### src/odu_pkg.sv
// Package for the upper-range opcode decoder: opcode codes, operation and operand enumerations, lengths.
// Assumes an 8-bit opcode byte and a 16-bit program counter on the core clock.
package odu_pkg;
	// Operations decoded in the upper opcode range.
	typedef enum logic [3:0] {
		ODU_OP_NONE,
		ODU_OP_STACK_PULL,
		ODU_OP_ABSOLUTE_CALL,
		ODU_OP_ABSOLUTE_JUMP,
		ODU_OP_SET_BIT,
		ODU_OP_DECIMAL_ADJUST,
		ODU_OP_DECREMENT_BRANCH_NONZERO,
		ODU_OP_EXCHANGE_LOW_NIBBLE,
		ODU_OP_EXTERNAL_READ,
		ODU_OP_EXTERNAL_WRITE,
		ODU_OP_CLEAR_ACCUMULATOR,
		ODU_OP_COMPLEMENT,
		ODU_OP_LOAD_ACCUMULATOR,
		ODU_OP_STORE_ACCUMULATOR
	} odu_op_t;

	// Operand forms.
	typedef enum logic [3:0] {
		ODU_FORM_NONE,
		ODU_FORM_DIRECT,
		ODU_FORM_CODE_ADDR,
		ODU_FORM_BIT_ADDR,
		ODU_FORM_CARRY,
		ODU_FORM_ACCUMULATOR,
		ODU_FORM_DIRECT_REL,
		ODU_FORM_INDIRECT,
		ODU_FORM_REGISTER_REL,
		ODU_FORM_DATA_POINTER,
		ODU_FORM_REGISTER
	} odu_form_t;

	localparam logic [7:0] ODU_RANGE_BASE = 8'hD0;
	localparam logic [7:0] ODU_OPC_STACK_PULL = 8'hD0;
	localparam logic [7:0] ODU_OPC_SET_BIT_DIRECT = 8'hD2;
	localparam logic [7:0] ODU_OPC_SET_BIT_CARRY = 8'hD3;
	localparam logic [7:0] ODU_OPC_DECIMAL_ADJUST = 8'hD4;
	localparam logic [7:0] ODU_OPC_DBNZ_DIRECT = 8'hD5;
	localparam logic [7:0] ODU_OPC_EXCHANGE_LOW_NIBBLE_R0 = 8'hD6;
	localparam logic [7:0] ODU_OPC_EXCHANGE_LOW_NIBBLE_R1 = 8'hD7;
	localparam logic [7:0] ODU_OPC_EXT_READ_DATA_POINTER = 8'hE0;
	localparam logic [7:0] ODU_OPC_ABS_JUMP = 8'hE1;
	localparam logic [7:0] ODU_OPC_EXT_READ_R0 = 8'hE2;
	localparam logic [7:0] ODU_OPC_EXT_READ_R1 = 8'hE3;
	localparam logic [7:0] ODU_OPC_CLEAR_ACC = 8'hE4;
	localparam logic [7:0] ODU_OPC_LOAD_DIRECT = 8'hE5;
	localparam logic [7:0] ODU_OPC_LOAD_R0 = 8'hE6;
	localparam logic [7:0] ODU_OPC_LOAD_R1 = 8'hE7;
	localparam logic [7:0] ODU_OPC_EXT_WRITE_DATA_POINTER = 8'hF0;
	localparam logic [7:0] ODU_OPC_EXT_WRITE_R0 = 8'hF2;
	localparam logic [7:0] ODU_OPC_EXT_WRITE_R1 = 8'hF3;
	localparam logic [7:0] ODU_OPC_COMPLEMENT = 8'hF4;
	localparam logic [7:0] ODU_OPC_STORE_DIRECT = 8'hF5;
	localparam logic [7:0] ODU_OPC_STORE_R0 = 8'hF6;
	localparam logic [7:0] ODU_OPC_STORE_R1 = 8'hF7;
	// Row bases of the eight-register groups (low three bits select the register).
	localparam logic [4:0] ODU_ROW_DBNZ_REG = 5'h1B;
	localparam logic [4:0] ODU_ROW_LOAD_REG = 5'h1D;
	localparam logic [4:0] ODU_ROW_STORE_REG = 5'h1F;
	// Low five bits shared by both absolute call opcodes.
	localparam logic [4:0] ODU_CALL_LOW = 5'h11;
	localparam logic [2:0] ODU_CALL_HIGH_D = 3'h6;
	localparam logic [2:0] ODU_CALL_HIGH_F = 3'h7;

	localparam logic [1:0] ODU_LEN_0 = 2'h0;
	localparam logic [1:0] ODU_LEN_1 = 2'h1;
	localparam logic [1:0] ODU_LEN_2 = 2'h2;
	localparam logic [1:0] ODU_LEN_3 = 2'h3;
	// Absolute targets keep the top five bits of the next instruction's address.
	localparam int ODU_PAGE_BITS = 11;
	localparam int ODU_PC_WIDTH = 16;
endpackage

### src/odu_dec_if.sv
// Interface carrying one decoded opcode from the decode table to the registering top.
// Assumes both ends sit in the same clock domain; purely combinational signals.
`timescale 1ns/1ps
interface odu_dec_if;
	import odu_pkg::*;
	logic [7:0] opcode;
	logic valid;
	odu_op_t op;
	odu_form_t form;
	logic [1:0] length;
	logic [2:0] reg_index;
	logic index_r1;
	logic absolute;
	logic relative;
	logic [2:0] page_bits;

	modport table_side (input opcode, output valid, op, form, length, reg_index, index_r1, absolute, relative,
		page_bits);
	modport user_side (output opcode, input valid, op, form, length, reg_index, index_r1, absolute, relative,
		page_bits);
endinterface

### src/odu_decode_table.sv
// Combinational decode table for opcodes D0 through FF.
// Assumes the opcode is stable for the cycle; below D0 it answers not valid.
`timescale 1ns/1ps
module odu_decode_table
	import odu_pkg::*;
(
	odu_dec_if.table_side dec
);
	// One table lookup; codes below the range fall through as not valid.
	always_comb begin
		dec.valid = 1'b1;
		dec.op = ODU_OP_NONE;
		dec.form = ODU_FORM_NONE;
		dec.length = ODU_LEN_1;
		dec.reg_index = dec.opcode[2:0];
		dec.index_r1 = dec.opcode[0];
		dec.absolute = 1'b0;
		dec.relative = 1'b0;
		dec.page_bits = dec.opcode[7:5];
		if (dec.opcode < ODU_RANGE_BASE) begin
			dec.valid = 1'b0;
			dec.length = ODU_LEN_0;
		end else if (dec.opcode[7:3] == ODU_ROW_DBNZ_REG) begin
			// RULE7: register decrement branch
			dec.op = ODU_OP_DECREMENT_BRANCH_NONZERO;
			dec.form = ODU_FORM_REGISTER_REL;
			dec.length = ODU_LEN_2;
			dec.relative = 1'b1;
		end else if (dec.opcode[7:3] == ODU_ROW_LOAD_REG) begin
			// RULE12: load from register
			dec.op = ODU_OP_LOAD_ACCUMULATOR;
			dec.form = ODU_FORM_REGISTER;
		end else if (dec.opcode[7:3] == ODU_ROW_STORE_REG) begin
			// RULE17: store to register
			dec.op = ODU_OP_STORE_ACCUMULATOR;
			dec.form = ODU_FORM_REGISTER;
		end else if (dec.opcode[4:0] == ODU_CALL_LOW &&
			(dec.opcode[7:5] == ODU_CALL_HIGH_D || dec.opcode[7:5] == ODU_CALL_HIGH_F)) begin
			// RULE2: absolute call pair
			dec.op = ODU_OP_ABSOLUTE_CALL;
			dec.form = ODU_FORM_CODE_ADDR;
			dec.length = ODU_LEN_2;
			dec.absolute = 1'b1;
		end else begin
			unique case (dec.opcode)
				// RULE1: stack pull direct
				ODU_OPC_STACK_PULL: begin
					dec.op = ODU_OP_STACK_PULL;
					dec.form = ODU_FORM_DIRECT;
					dec.length = ODU_LEN_2;
				end
				// RULE4: set bit forms
				ODU_OPC_SET_BIT_DIRECT: begin
					dec.op = ODU_OP_SET_BIT;
					dec.form = ODU_FORM_BIT_ADDR;
					dec.length = ODU_LEN_2;
				end
				ODU_OPC_SET_BIT_CARRY: begin
					dec.op = ODU_OP_SET_BIT;
					dec.form = ODU_FORM_CARRY;
				end
				// RULE18: accumulator one-byte ops
				ODU_OPC_DECIMAL_ADJUST: begin
					dec.op = ODU_OP_DECIMAL_ADJUST;
					dec.form = ODU_FORM_ACCUMULATOR;
				end
				ODU_OPC_CLEAR_ACC: begin
					dec.op = ODU_OP_CLEAR_ACCUMULATOR;
					dec.form = ODU_FORM_ACCUMULATOR;
				end
				ODU_OPC_COMPLEMENT: begin
					dec.op = ODU_OP_COMPLEMENT;
					dec.form = ODU_FORM_ACCUMULATOR;
				end
				// RULE5: direct decrement branch
				ODU_OPC_DBNZ_DIRECT: begin
					dec.op = ODU_OP_DECREMENT_BRANCH_NONZERO;
					dec.form = ODU_FORM_DIRECT_REL;
					dec.length = ODU_LEN_3;
					dec.relative = 1'b1;
				end
				// RULE6: nibble exchange indirect
				ODU_OPC_EXCHANGE_LOW_NIBBLE_R0, ODU_OPC_EXCHANGE_LOW_NIBBLE_R1: begin
					dec.op = ODU_OP_EXCHANGE_LOW_NIBBLE;
					dec.form = ODU_FORM_INDIRECT;
				end
				// RULE8: external read pointer
				ODU_OPC_EXT_READ_DATA_POINTER: begin
					dec.op = ODU_OP_EXTERNAL_READ;
					dec.form = ODU_FORM_DATA_POINTER;
				end
				// RULE3: absolute jump
				ODU_OPC_ABS_JUMP: begin
					dec.op = ODU_OP_ABSOLUTE_JUMP;
					dec.form = ODU_FORM_CODE_ADDR;
					dec.length = ODU_LEN_2;
					dec.absolute = 1'b1;
				end
				// RULE9: external read indirect
				ODU_OPC_EXT_READ_R0, ODU_OPC_EXT_READ_R1: begin
					dec.op = ODU_OP_EXTERNAL_READ;
					dec.form = ODU_FORM_INDIRECT;
				end
				// RULE10: load from direct
				ODU_OPC_LOAD_DIRECT: begin
					dec.op = ODU_OP_LOAD_ACCUMULATOR;
					dec.form = ODU_FORM_DIRECT;
					dec.length = ODU_LEN_2;
				end
				// RULE11: load from indirect
				ODU_OPC_LOAD_R0, ODU_OPC_LOAD_R1: begin
					dec.op = ODU_OP_LOAD_ACCUMULATOR;
					dec.form = ODU_FORM_INDIRECT;
				end
				// RULE13: external write pointer
				ODU_OPC_EXT_WRITE_DATA_POINTER: begin
					dec.op = ODU_OP_EXTERNAL_WRITE;
					dec.form = ODU_FORM_DATA_POINTER;
				end
				// RULE14: external write indirect
				ODU_OPC_EXT_WRITE_R0, ODU_OPC_EXT_WRITE_R1: begin
					dec.op = ODU_OP_EXTERNAL_WRITE;
					dec.form = ODU_FORM_INDIRECT;
				end
				// RULE15: store to direct
				ODU_OPC_STORE_DIRECT: begin
					dec.op = ODU_OP_STORE_ACCUMULATOR;
					dec.form = ODU_FORM_DIRECT;
					dec.length = ODU_LEN_2;
				end
				// RULE16: store to indirect
				ODU_OPC_STORE_R0, ODU_OPC_STORE_R1: begin
					dec.op = ODU_OP_STORE_ACCUMULATOR;
					dec.form = ODU_FORM_INDIRECT;
				end
				default: begin
					dec.valid = 1'b0;
					dec.length = ODU_LEN_0;
				end
			endcase
		end
	end
endmodule

### src/odu_decoder.sv
// Top of the upper-range opcode decoder: registers decode results and forms branch and page targets.
// Assumes the fetch unit presents opcode, operand byte and instruction address with a one-cycle strobe.
`timescale 1ns/1ps
// Function
// RULE1: D0 is a two-byte stack pull with a direct data address.
// RULE2: D1 and F1 are two-byte absolute calls, address from opcode bits and byte two.
// RULE3: E1 is a two-byte absolute jump with a code address.
// RULE4: D2 sets a direct bit in two bytes; D3 sets carry in one.
// RULE5: D5 is a three-byte direct decrement and branch with relative offset.
// RULE6: D6 and D7 exchange low nibbles with RAM through register 0 or 1.
// RULE7: D8 to DF are two-byte register decrement branches, index from low bits.
// RULE8: E0 reads external memory at the data pointer into the accumulator.
// RULE9: E2 and E3 read external memory through register 0 or 1.
// RULE10: E5 loads the accumulator from a direct address in two bytes.
// RULE11: E6 and E7 load the accumulator indirectly through register 0 or 1.
// RULE12: E8 to EF load the accumulator from working register 0 to 7.
// RULE13: F0 writes the accumulator to external memory at the data pointer.
// RULE14: F2 and F3 write the accumulator externally through register 0 or 1.
// RULE15: F5 stores the accumulator to a direct address in two bytes.
// RULE16: F6 and F7 store the accumulator indirectly through register 0 or 1.
// RULE17: F8 to FF store the accumulator into working register 0 to 7.
// RULE18: D4 decimal adjust, E4 clear, F4 complement, all one byte.
// RULE19: Relative offsets are signed bytes from the next instruction's first byte.
// RULE20: Absolute targets stay in the 2-kilobyte page of the next instruction.
module odu_decoder
	import odu_pkg::*;
#(
	parameter int PC_WIDTH = ODU_PC_WIDTH
)
(
	input wire logic clk,
	input wire logic reset_n,
	input wire logic fetch_valid,
	input wire logic [7:0] fetch_opcode,
	input wire logic [7:0] fetch_operand,
	input wire logic [7:0] fetch_operand2,
	input wire logic [PC_WIDTH-1:0] fetch_pc,
	output odu_op_t dec_op,
	output odu_form_t dec_form,
	output logic [1:0] dec_length,
	output logic [2:0] dec_reg_index,
	output logic dec_index_r1,
	output logic dec_valid,
	output logic dec_in_range,
	output logic [PC_WIDTH-1:0] dec_next_pc,
	output logic [PC_WIDTH-1:0] dec_target,
	output logic dec_target_valid,
	output logic [7:0] dec_data_addr
);
	odu_dec_if dec_bus ();

	// The table is purely combinational; all timing lives in this module.
	assign dec_bus.opcode = fetch_opcode;

	odu_decode_table u_table (
		.dec(dec_bus.table_side)
	);

	// Sign-extends the relative byte to the program counter width.
	function automatic logic [PC_WIDTH-1:0] odu_sext(input logic [7:0] offset);
		odu_sext = {{(PC_WIDTH-8){offset[7]}}, offset};
	endfunction

	// Widens the two-bit length to the program counter width.
	function automatic logic [PC_WIDTH-1:0] odu_widen(input logic [1:0] len);
		odu_widen = {{(PC_WIDTH-2){1'b0}}, len};
	endfunction

	logic [PC_WIDTH-1:0] seq_pc;
	logic [7:0] rel_byte;
	logic [PC_WIDTH-1:0] calc_target;

	// Address of the byte after the instruction, base of both target kinds.
	always_comb begin
		seq_pc = fetch_pc + odu_widen(dec_bus.length);
		// RULE19: offset byte choice
		rel_byte = (dec_bus.form == ODU_FORM_DIRECT_REL) ? fetch_operand2 : fetch_operand;
		calc_target = seq_pc;
		if (dec_bus.absolute) begin
			// RULE20: keep page bits
			calc_target = {seq_pc[PC_WIDTH-1:ODU_PAGE_BITS], dec_bus.page_bits, fetch_operand};
		end else if (dec_bus.relative) begin
			// RULE19: signed relative add
			calc_target = seq_pc + odu_sext(rel_byte);
		end
	end

	odu_op_t next_op;
	odu_form_t next_form;
	logic [1:0] next_length;
	logic [2:0] next_reg_index;
	logic next_index_r1;
	logic next_valid;
	logic next_in_range;
	logic [PC_WIDTH-1:0] next_next_pc;
	logic [PC_WIDTH-1:0] next_target;
	logic next_target_valid;
	logic [7:0] next_data_addr;

	// Results update only on a strobe and hold otherwise, so the datapath may sample late.
	always_comb begin
		next_op = dec_op;
		next_form = dec_form;
		next_length = dec_length;
		next_reg_index = dec_reg_index;
		next_index_r1 = dec_index_r1;
		next_in_range = dec_in_range;
		next_next_pc = dec_next_pc;
		next_target = dec_target;
		next_target_valid = dec_target_valid;
		next_data_addr = dec_data_addr;
		next_valid = 1'b0;
		if (fetch_valid) begin
			next_valid = 1'b1;
			next_in_range = dec_bus.valid;
			next_op = dec_bus.op;
			next_form = dec_bus.form;
			next_length = dec_bus.length;
			next_reg_index = dec_bus.reg_index;
			next_index_r1 = dec_bus.index_r1;
			next_next_pc = seq_pc;
			next_target = calc_target;
			next_target_valid = dec_bus.absolute | dec_bus.relative;
			next_data_addr = fetch_operand;
		end
	end

	// Synchronous reset leaves an idle, out-of-range decode.
	always_ff @(posedge clk) begin
		if (!reset_n) begin
			dec_op <= ODU_OP_NONE;
			dec_form <= ODU_FORM_NONE;
			dec_length <= ODU_LEN_0;
			dec_reg_index <= '0;
			dec_index_r1 <= 1'b0;
			dec_valid <= 1'b0;
			dec_in_range <= 1'b0;
			dec_next_pc <= '0;
			dec_target <= '0;
			dec_target_valid <= 1'b0;
			dec_data_addr <= '0;
		end else begin
			dec_op <= next_op;
			dec_form <= next_form;
			dec_length <= next_length;
			dec_reg_index <= next_reg_index;
			dec_index_r1 <= next_index_r1;
			dec_valid <= next_valid;
			dec_in_range <= next_in_range;
			dec_next_pc <= next_next_pc;
			dec_target <= next_target;
			dec_target_valid <= next_target_valid;
			dec_data_addr <= next_data_addr;
		end
	end
endmodule

### config.mk
export PLATFORM = sky130hd
export DESIGN_NAME = odu_decoder
export DESIGN_NICKNAME = d
export VERILOG_FILES = /design/src/odu_pkg.sv /design/src/odu_dec_if.sv /design/src/odu_decode_table.sv /design/src/odu_decoder.sv
export SDC_FILE = /design/constraint.sdc
export NUM_CORES = 1
export LEC_CHECK = 0
export ABC_AREA = 1
export BUFFER_PORTS_ARGS = -buffer_cell sky130_fd_sc_hd__buf_2
export CAP_MARGIN = 20
export CORE_ASPECT_RATIO = 0.8
export CORE_MARGIN = 4
export CORE_UTILIZATION = 60
export CTS_BUF_LIST = sky130_fd_sc_hd__clkbuf_4 sky130_fd_sc_hd__clkbuf_8
export DETAILED_ROUTE_END_ITERATION = 8
export PLACE_DENSITY = 0.86
export SYNTH_ARGS = -nofsm -noshare
export SYNTH_HDL_FRONTEND = slang
export SYNTH_HIERARCHICAL = 1
export SYNTH_SLANG_ARGS = --single-unit
export TNS_END_PERCENT = 100
### constraint.sdc
create_clock -name clk -period 9.65 [get_ports clk]
set_input_delay 0.4825 -clock clk [delete_from_list [all_inputs] [get_ports clk]]
set_output_delay 0.4825 -clock clk [all_outputs]
set_load 0.005 [all_outputs]
# Yosys cells after proc, flatten, opt, wreduce, memory -nomap -nowiden
# Index checks and enable logic that the tools add are counted.
[totals] ff_bits=57 output_inout_bits=57 input_bits=43 mem_bits_ro=0 n_memories=0 elab_cells=99 ram_bits=0 latchBits=0
[classes] n_div=0 shifts=0 n_lt_le_gt_ge=1 n_bitwise=1 n_eq_ne=29 n_addsub=2 n_reduce_logical=15 mul=0 mux=40
[op_table] op="$eq A8 B8 Y1 const B" count=22
[op_table] op="$pmux W4 S12" count=1
[op_table] op="$mux W4" count=10
[op_table] op="$mux W16" count=2
[op_table] op="$pmux W4 S8" count=1
[op_table] op="$reduce_or A22 Y1" count=1
[op_table] op="$eq A5 B5 Y1 const B" count=4
[op_table] op="$mux W1" count=19
[op_table] op="$reduce_or A3 Y1" count=6
[op_table] op="$add A16 B16 Y16" count=1
[op_table] op="$add A16 B2 Y16" count=1
[op_table] op="$reduce_or A16 Y1" count=1
[op_table] op="$mux W2" count=5
[op_table] op="$reduce_or A10 Y1" count=1
[op_table] op="$lt A8 B8 Y1 const B" count=1
[op_table] op="$mux W8" count=1
[op_table] op="$eq A3 B3 Y1 const B" count=2
[op_table] op="$pmux W2 S3" count=1
[op_table] op="$reduce_or A2 Y1" count=3
[op_table] op="$reduce_or A5 Y1" count=1
[op_table] op="$eq A4 B3 Y1 const B" count=1
[op_table] op="$logic_and A1 B1 Y1" count=1
[op_table] op="$logic_or A1 B1 Y1" count=1
[op_table] op="$or A1 B1 Y1" count=1

# Longest topological paths before layout
[depth] depth_word=13 depth_mapped=28

# Hierarchy
# Netlist, hierarchy kept.
[modules_own_cells] module="odu_decoder" n_inst=1 cells_per_inst=506 area_each_um2=3520.9 seq_area_each_um2=1141.1
[modules_own_cells] module="odu_decode_table" n_inst=1 cells_per_inst=109 area_each_um2=584.3 seq_area_each_um2=0.0

# Worst setup path after synthesis
# Ideal clock, no wire load.
[synth_timing] kind="input-to-reg" from="in fetch_opcode[5]" to="reg dec_target[15]" setup_time_ns=0.112 path_slack_ns=6.064 arrival_ns=3.474 stages=25 cell_sequence="inv_2 > nand2_2 > nor2_8 > inv_2 > nor2_1 > nor2_2 > nand3_1 > ha_1 > inv_1 > fa_1 > nor2_4 > nand2_2 > nor4_2 > nand2_1 > nor2_1 > nand2_1 > xor2_1 > ha_1 > nand3_1 > nor2_1 > nand3_1 > nand3_1 > nand3_1 > nand2_1 > nand2_1"
[synth_via] elab_cells_between_ends=66 classes_between="add/sub (2); order compare (1); eq/ne (28); mux (27); reduce/logical (8)"
[synth_rtl] element="from (decl)" line="odu_decoder.sv:34" text="input wire logic [7:0] fetch_opcode,"
[synth_rtl] element="$eq A8 B8 Y1 / $eq A3 B3 Y1 (equally long branches)" line="odu_decode_table.sv:45, odu_decode_table.sv:38"
[synth_rtl] element="$reduce_or A16 Y1 (no source line), or another cell as far along"
[synth_rtl] element="$pmux W2 S3 / $logic_and A1 B1 Y1 (equally long branches)" line="odu_decode_table.sv:45, odu_decode_table.sv:37"
[synth_rtl] element="$mux W2" line="odu_decode_table.sv:37" text="end else if (dec.opcode[4:0] == ODU_CALL_LOW &&"
[synth_rtl] element="$mux W2" line="odu_decode_table.sv:33" text="end else if (dec.opcode[7:3] == ODU_ROW_STORE_REG) begin"
[synth_rtl] element="$mux W2" line="odu_decode_table.sv:29" text="end else if (dec.opcode[7:3] == ODU_ROW_LOAD_REG) begin"
[synth_rtl] element="$mux W2" line="odu_decode_table.sv:23" text="end else if (dec.opcode[7:3] == ODU_ROW_DBNZ_REG) begin"
[synth_rtl] element="$mux W2 (*)" line="odu_decode_table.sv:20" text="if (dec.opcode < ODU_RANGE_BASE) begin"
[synth_rtl] element="named net dec_bus.length[0]" line="odu_dec_if.sv:10" text="logic [1:0] length;"
[synth_rtl] element="$add A16 B2 Y16 (*)" line="odu_decoder.sv:75" text="seq_pc = fetch_pc + odu_widen(dec_bus.length);"
[synth_rtl] element="named net seq_pc[14]" line="odu_decoder.sv:69" text="logic [PC_WIDTH-1:0] seq_pc;"
[synth_rtl] element="$add A16 B16 Y16 (*)" line="odu_decoder.sv:84" text="calc_target = seq_pc + odu_sext(rel_byte);"
[synth_rtl] element="$mux W16 (*)" line="odu_decoder.sv:82" text="end else if (dec_bus.relative) begin"
[synth_rtl] element="$mux W16 (*)" line="odu_decoder.sv:79" text="if (dec_bus.absolute) begin"
[synth_rtl] element="to (signal assigned)" line="odu_decoder.sv:151" text="dec_target <= next_target;"
[synth_rtl] element="to (decl)" line="odu_decoder.sv:46" text="output logic [PC_WIDTH-1:0] dec_target,"
# The timed path passes the listed nets; every way through them passes the cells marked *.
# A chain may end at the register's enable or synchronous reset.

# Final worst setup path
[layout_timing] from="in fetch_opcode[7]" to="reg dec_target[15]"
# Same word-level chain as after synthesis.

==> impl_metrics.env <==
export IMPL_status="finished, final reports clean"
export IMPL_crit_type="input port to flip-flop"
export IMPL_hold_end="dec_reg_index[1]"
export IMPL_irDropWorstVdd_uv=142
export IMPL_drtIter0Drc=425
export IMPL_fin_nets=769
export IMPL_via_per_inst=5.66
export IMPL_p_leak_uw=0.00265
export IMPL_dr_pass1_iters=6
export IMPL_synthesis_instances=615
export IMPL_cts_setup_buffers=0
export IMPL_synth_area_um2=4110
export IMPL_ys_types=42
export IMPL_tightest_slew_ns=0.709
export IMPL_antenna_found_initial=0
export IMPL_drv_cap=0
export IMPL_grt_overflow=0
export IMPL_vias=4510
export IMPL_skew_ns=0
export IMPL_synthFlopType="dfxtp_1"
export IMPL_core_area_um2=6510
export IMPL_die_h_um=82.0
export IMPL_wl_per_cell_um=15.8
export IMPL_cp_start_kind="input port"
export IMPL_gp_congestion=0.958
export IMPL_finalSetupViolations=0
export IMPL_cts_clk_slew_worst_paths_ns=0.08
export IMPL_yosys_warnings=6
export IMPL_ys_ff_latch=57
export IMPL_multi_input_area_um2=2530
export IMPL_grt_pass1_wl_um=20300
export IMPL_initial_core_util=0.631
export IMPL_crit_arrival_ns=4.24
export IMPL_drv_slew=0
export IMPL_io_buffers=99
export IMPL_synth_nets=676
export IMPL_postRouteWirelength_um=12600
export IMPL_grt_max_degree=29
export IMPL_fillers=551
export IMPL_drc=0
export IMPL_tritoncts="built"
export IMPL_fin_crit_sh=0.413
export IMPL_hold_path_class="input port to flip-flop"
export IMPL_cts_buffers=9
export IMPL_r2r_start="dec_target[3]"
export IMPL_area_growth_pct=18.1
export IMPL_synthArstFlopShare=0
export IMPL_regArea_um2=1140
export IMPL_grt_setup_unrepaired="false"
export IMPL_fmax_mhz=251
export IMPL_cp_max_fo=7
export IMPL_insertion_delay_ns=0.34
export IMPL_whs_path_depth=2
export IMPL_cts_sinks=57
export IMPL_cts_hold_buf=0
export IMPL_grt_usage=0.313
export IMPL_cts_root_buf="clkbuf_8"
export IMPL_ys_seq_area_frac=0.278
export IMPL_h_tree_depth=3
export IMPL_diodes=0
export IMPL_required_ns=9.90
export IMPL_final_antenna_net_count=0
export IMPL_drive_above_1_share=0.261
export IMPL_synth_edff_count=0
export IMPL_reg2reg_slack_ns=8.99
export IMPL_grt_pass1_vias=4127
export IMPL_utilization=0.745
export IMPL_r2r_cells=2
export IMPL_setup_tns_final_ns=0
export IMPL_fp_dieW_um=100
export IMPL_cts_resized=0
export IMPL_hpwlAfterDp_um=9770
export IMPL_worst_r2r_endpoint="dec_target[3]"
export IMPL_finalHoldViolations=0
export IMPL_clk_path_buf_depth=2
export IMPL_crit_path_end_kind="flip-flop"
export IMPL_syn_avg_cell_area_um2=6.68
export IMPL_p_per_area_nw_per_um2=138
export IMPL_slew_headroom=0.526
export IMPL_ios=100
export IMPL_final_min_clock_period_ns=3.99
export IMPL_die_area_um2=8240
export IMPL_hp_start="fetch_opcode[1]"
export IMPL_row_count=26
==> worst max-delay path by stage <==
stage	from	to	slack, ns	cells past startpoint
after floorplan	fetch_opcode[5]	dec_target[15]	6.06	25
after global placement	fetch_opcode[7]	dec_target[15]	5.50	25
after detailed placement	fetch_opcode[7]	dec_target[15]	5.37	26
after CTS	fetch_opcode[7]	dec_target[15]	5.73	26
after global routing	fetch_opcode[7]	dec_target[15]	5.29	26
final	fetch_opcode[7]	dec_target[15]	5.66	26
==> critical path: stages <==
cell     delay (ns)
buf_2          0.13
nand2_4        0.12
a21oi_1        0.33
nand2_1        0.09
nand2_1        0.10
nor2_2         0.04
nand3_1        0.10
ha_1           0.18
inv_1          0.05
fa_1           0.46
nor2_4         0.18
nand2_2        0.09
nor4_2         0.26
nand2_1        0.09
nor2_1         0.14
nand2_1        0.08
xor2_1         0.34
ha_1           0.36
a21oi_1        0.16
nand2_1        0.07
inv_1          0.07
nand3_1        0.08
nand2_1        0.06
nand3_1        0.06
nand2_1        0.06
nand2_1        0.04
==> power by group <==
group          leakage, uW  total [uW]  internal, uW  switching (uW)
Clock             0.000117         259           155             104
Combinational      0.00206         152          55.7            96.4
Sequential        0.000469         256           249            7.20
Total              0.00265         667           459             207
==> layer usage <==
layer | track usage | part of all wire
met5 | 0 | 0
met4 | 0.0727 | 0.0089
met3 | 0.0781 | 0.12
met2 | 0.458 | 0.40
met1 | 0.459 | 0.47
==> per-stage QoR <==
| step | cell area [um^2] | std cells | total power (uW) | hold WS (ns) | setup WS, ns |
|---|---|---|---|---|---|
| after detailed placement | 4620 | 781 | 409 | 0.441 | 5.37 |
| after global placement | 4620 | 781 | 406 | 0.435 | 5.50 |
| after floorplan | 4110 | 615 | 357 | 0.446 | 6.06 |
| after CTS | 4850 | 797 | 664 | 0.438 | 5.73 |
| final | 4850 | 797 | 667 | 0.443 | 5.66 |
| after global routing | 4850 | 797 | 694 | 0.458 | 5.29 |
==> cell usage after synthesis (4+ instances only) <==
cell	count	area (um^2)
a21oi_1	30	150
a22o_1	19	166
a31oi_1	4	25.0
buf_4	9	67.6
clkbuf_1	10	37.5
dfxtp_1	57	1140
ha_1	16	200
inv_1	76	285
inv_2	8	30.0
nand2_1	154	578
nand2_2	22	138
nand2_4	8	90.1
nand3_1	50	250
nand4_1	7	43.8
nor2_1	43	161
nor2_2	9	56.3
nor2_4	9	101
o21ai_0	38	190
xnor2_1	4	35.0
xor2_1	4	35.0
==> state kept, by name, summed over array words and instances (netlist names) <==
signal / count
dec_next_pc: 16
dec_target: 16
dec_data_addr: 8
dec_form: 4
dec_op: 4
dec_reg_index: 3
dec_length: 2
dec_in_range: 1
dec_index_r1: 1
dec_target_valid: 1
dec_valid: 1
==> placed cells by master, fill, tap and decap left out, types with 2 or more instances in the layout <==
master,instances
ha_1,16
nand4_1,7
nand2_1,154
a22o_1,19
nor2_2,9
o221ai_1,3
a21oi_1,30
nand3_1,50
inv_2,8
clkinv_2,2
nor2_1,43
nor2_4,9
o21ai_0,38
or2_1,2
clkbuf_8,10
o2111ai_1,2
nand3b_1,3
fa_1,2
nand2_4,8
o21ai_1,2
or2_2,3
bufinv_16,2
buf_2,99
dfxtp_1,57
o211ai_1,3
nand2_2,22
a31oi_1,4
xor2_1,4
buf_4,4
inv_1,76
a22oi_1,2
nand3_2,3
xnor2_1,4
==> final cells by class <==
type / instances / share of cell area
tap: 84 / 0.0217
multi-input combinational: 452 / 0.522
sequential: 57 / 0.235
timing repair buffer: 103 / 0.108
clock buffer: 11 / 0.0299
inverter: 85 / 0.0658
clock inverter: 5 / 0.0163
==> kinds of logic (layout without fill, tap and decap cells) <==
logic type                 after synthesis  count (layout)  share of synthesized area
adders and majority gates               18              18                     0.0585
and+or+nand+nor                        317             317                      0.378
buffers and inverters                  106             204                      0.105
AOI/OAI and AO/OA                      109             109                      0.163
xor gates and xnor gates                 8               8                     0.0171
DFF                                     57              57                      0.278
Power figures use the tool's default switching activity.
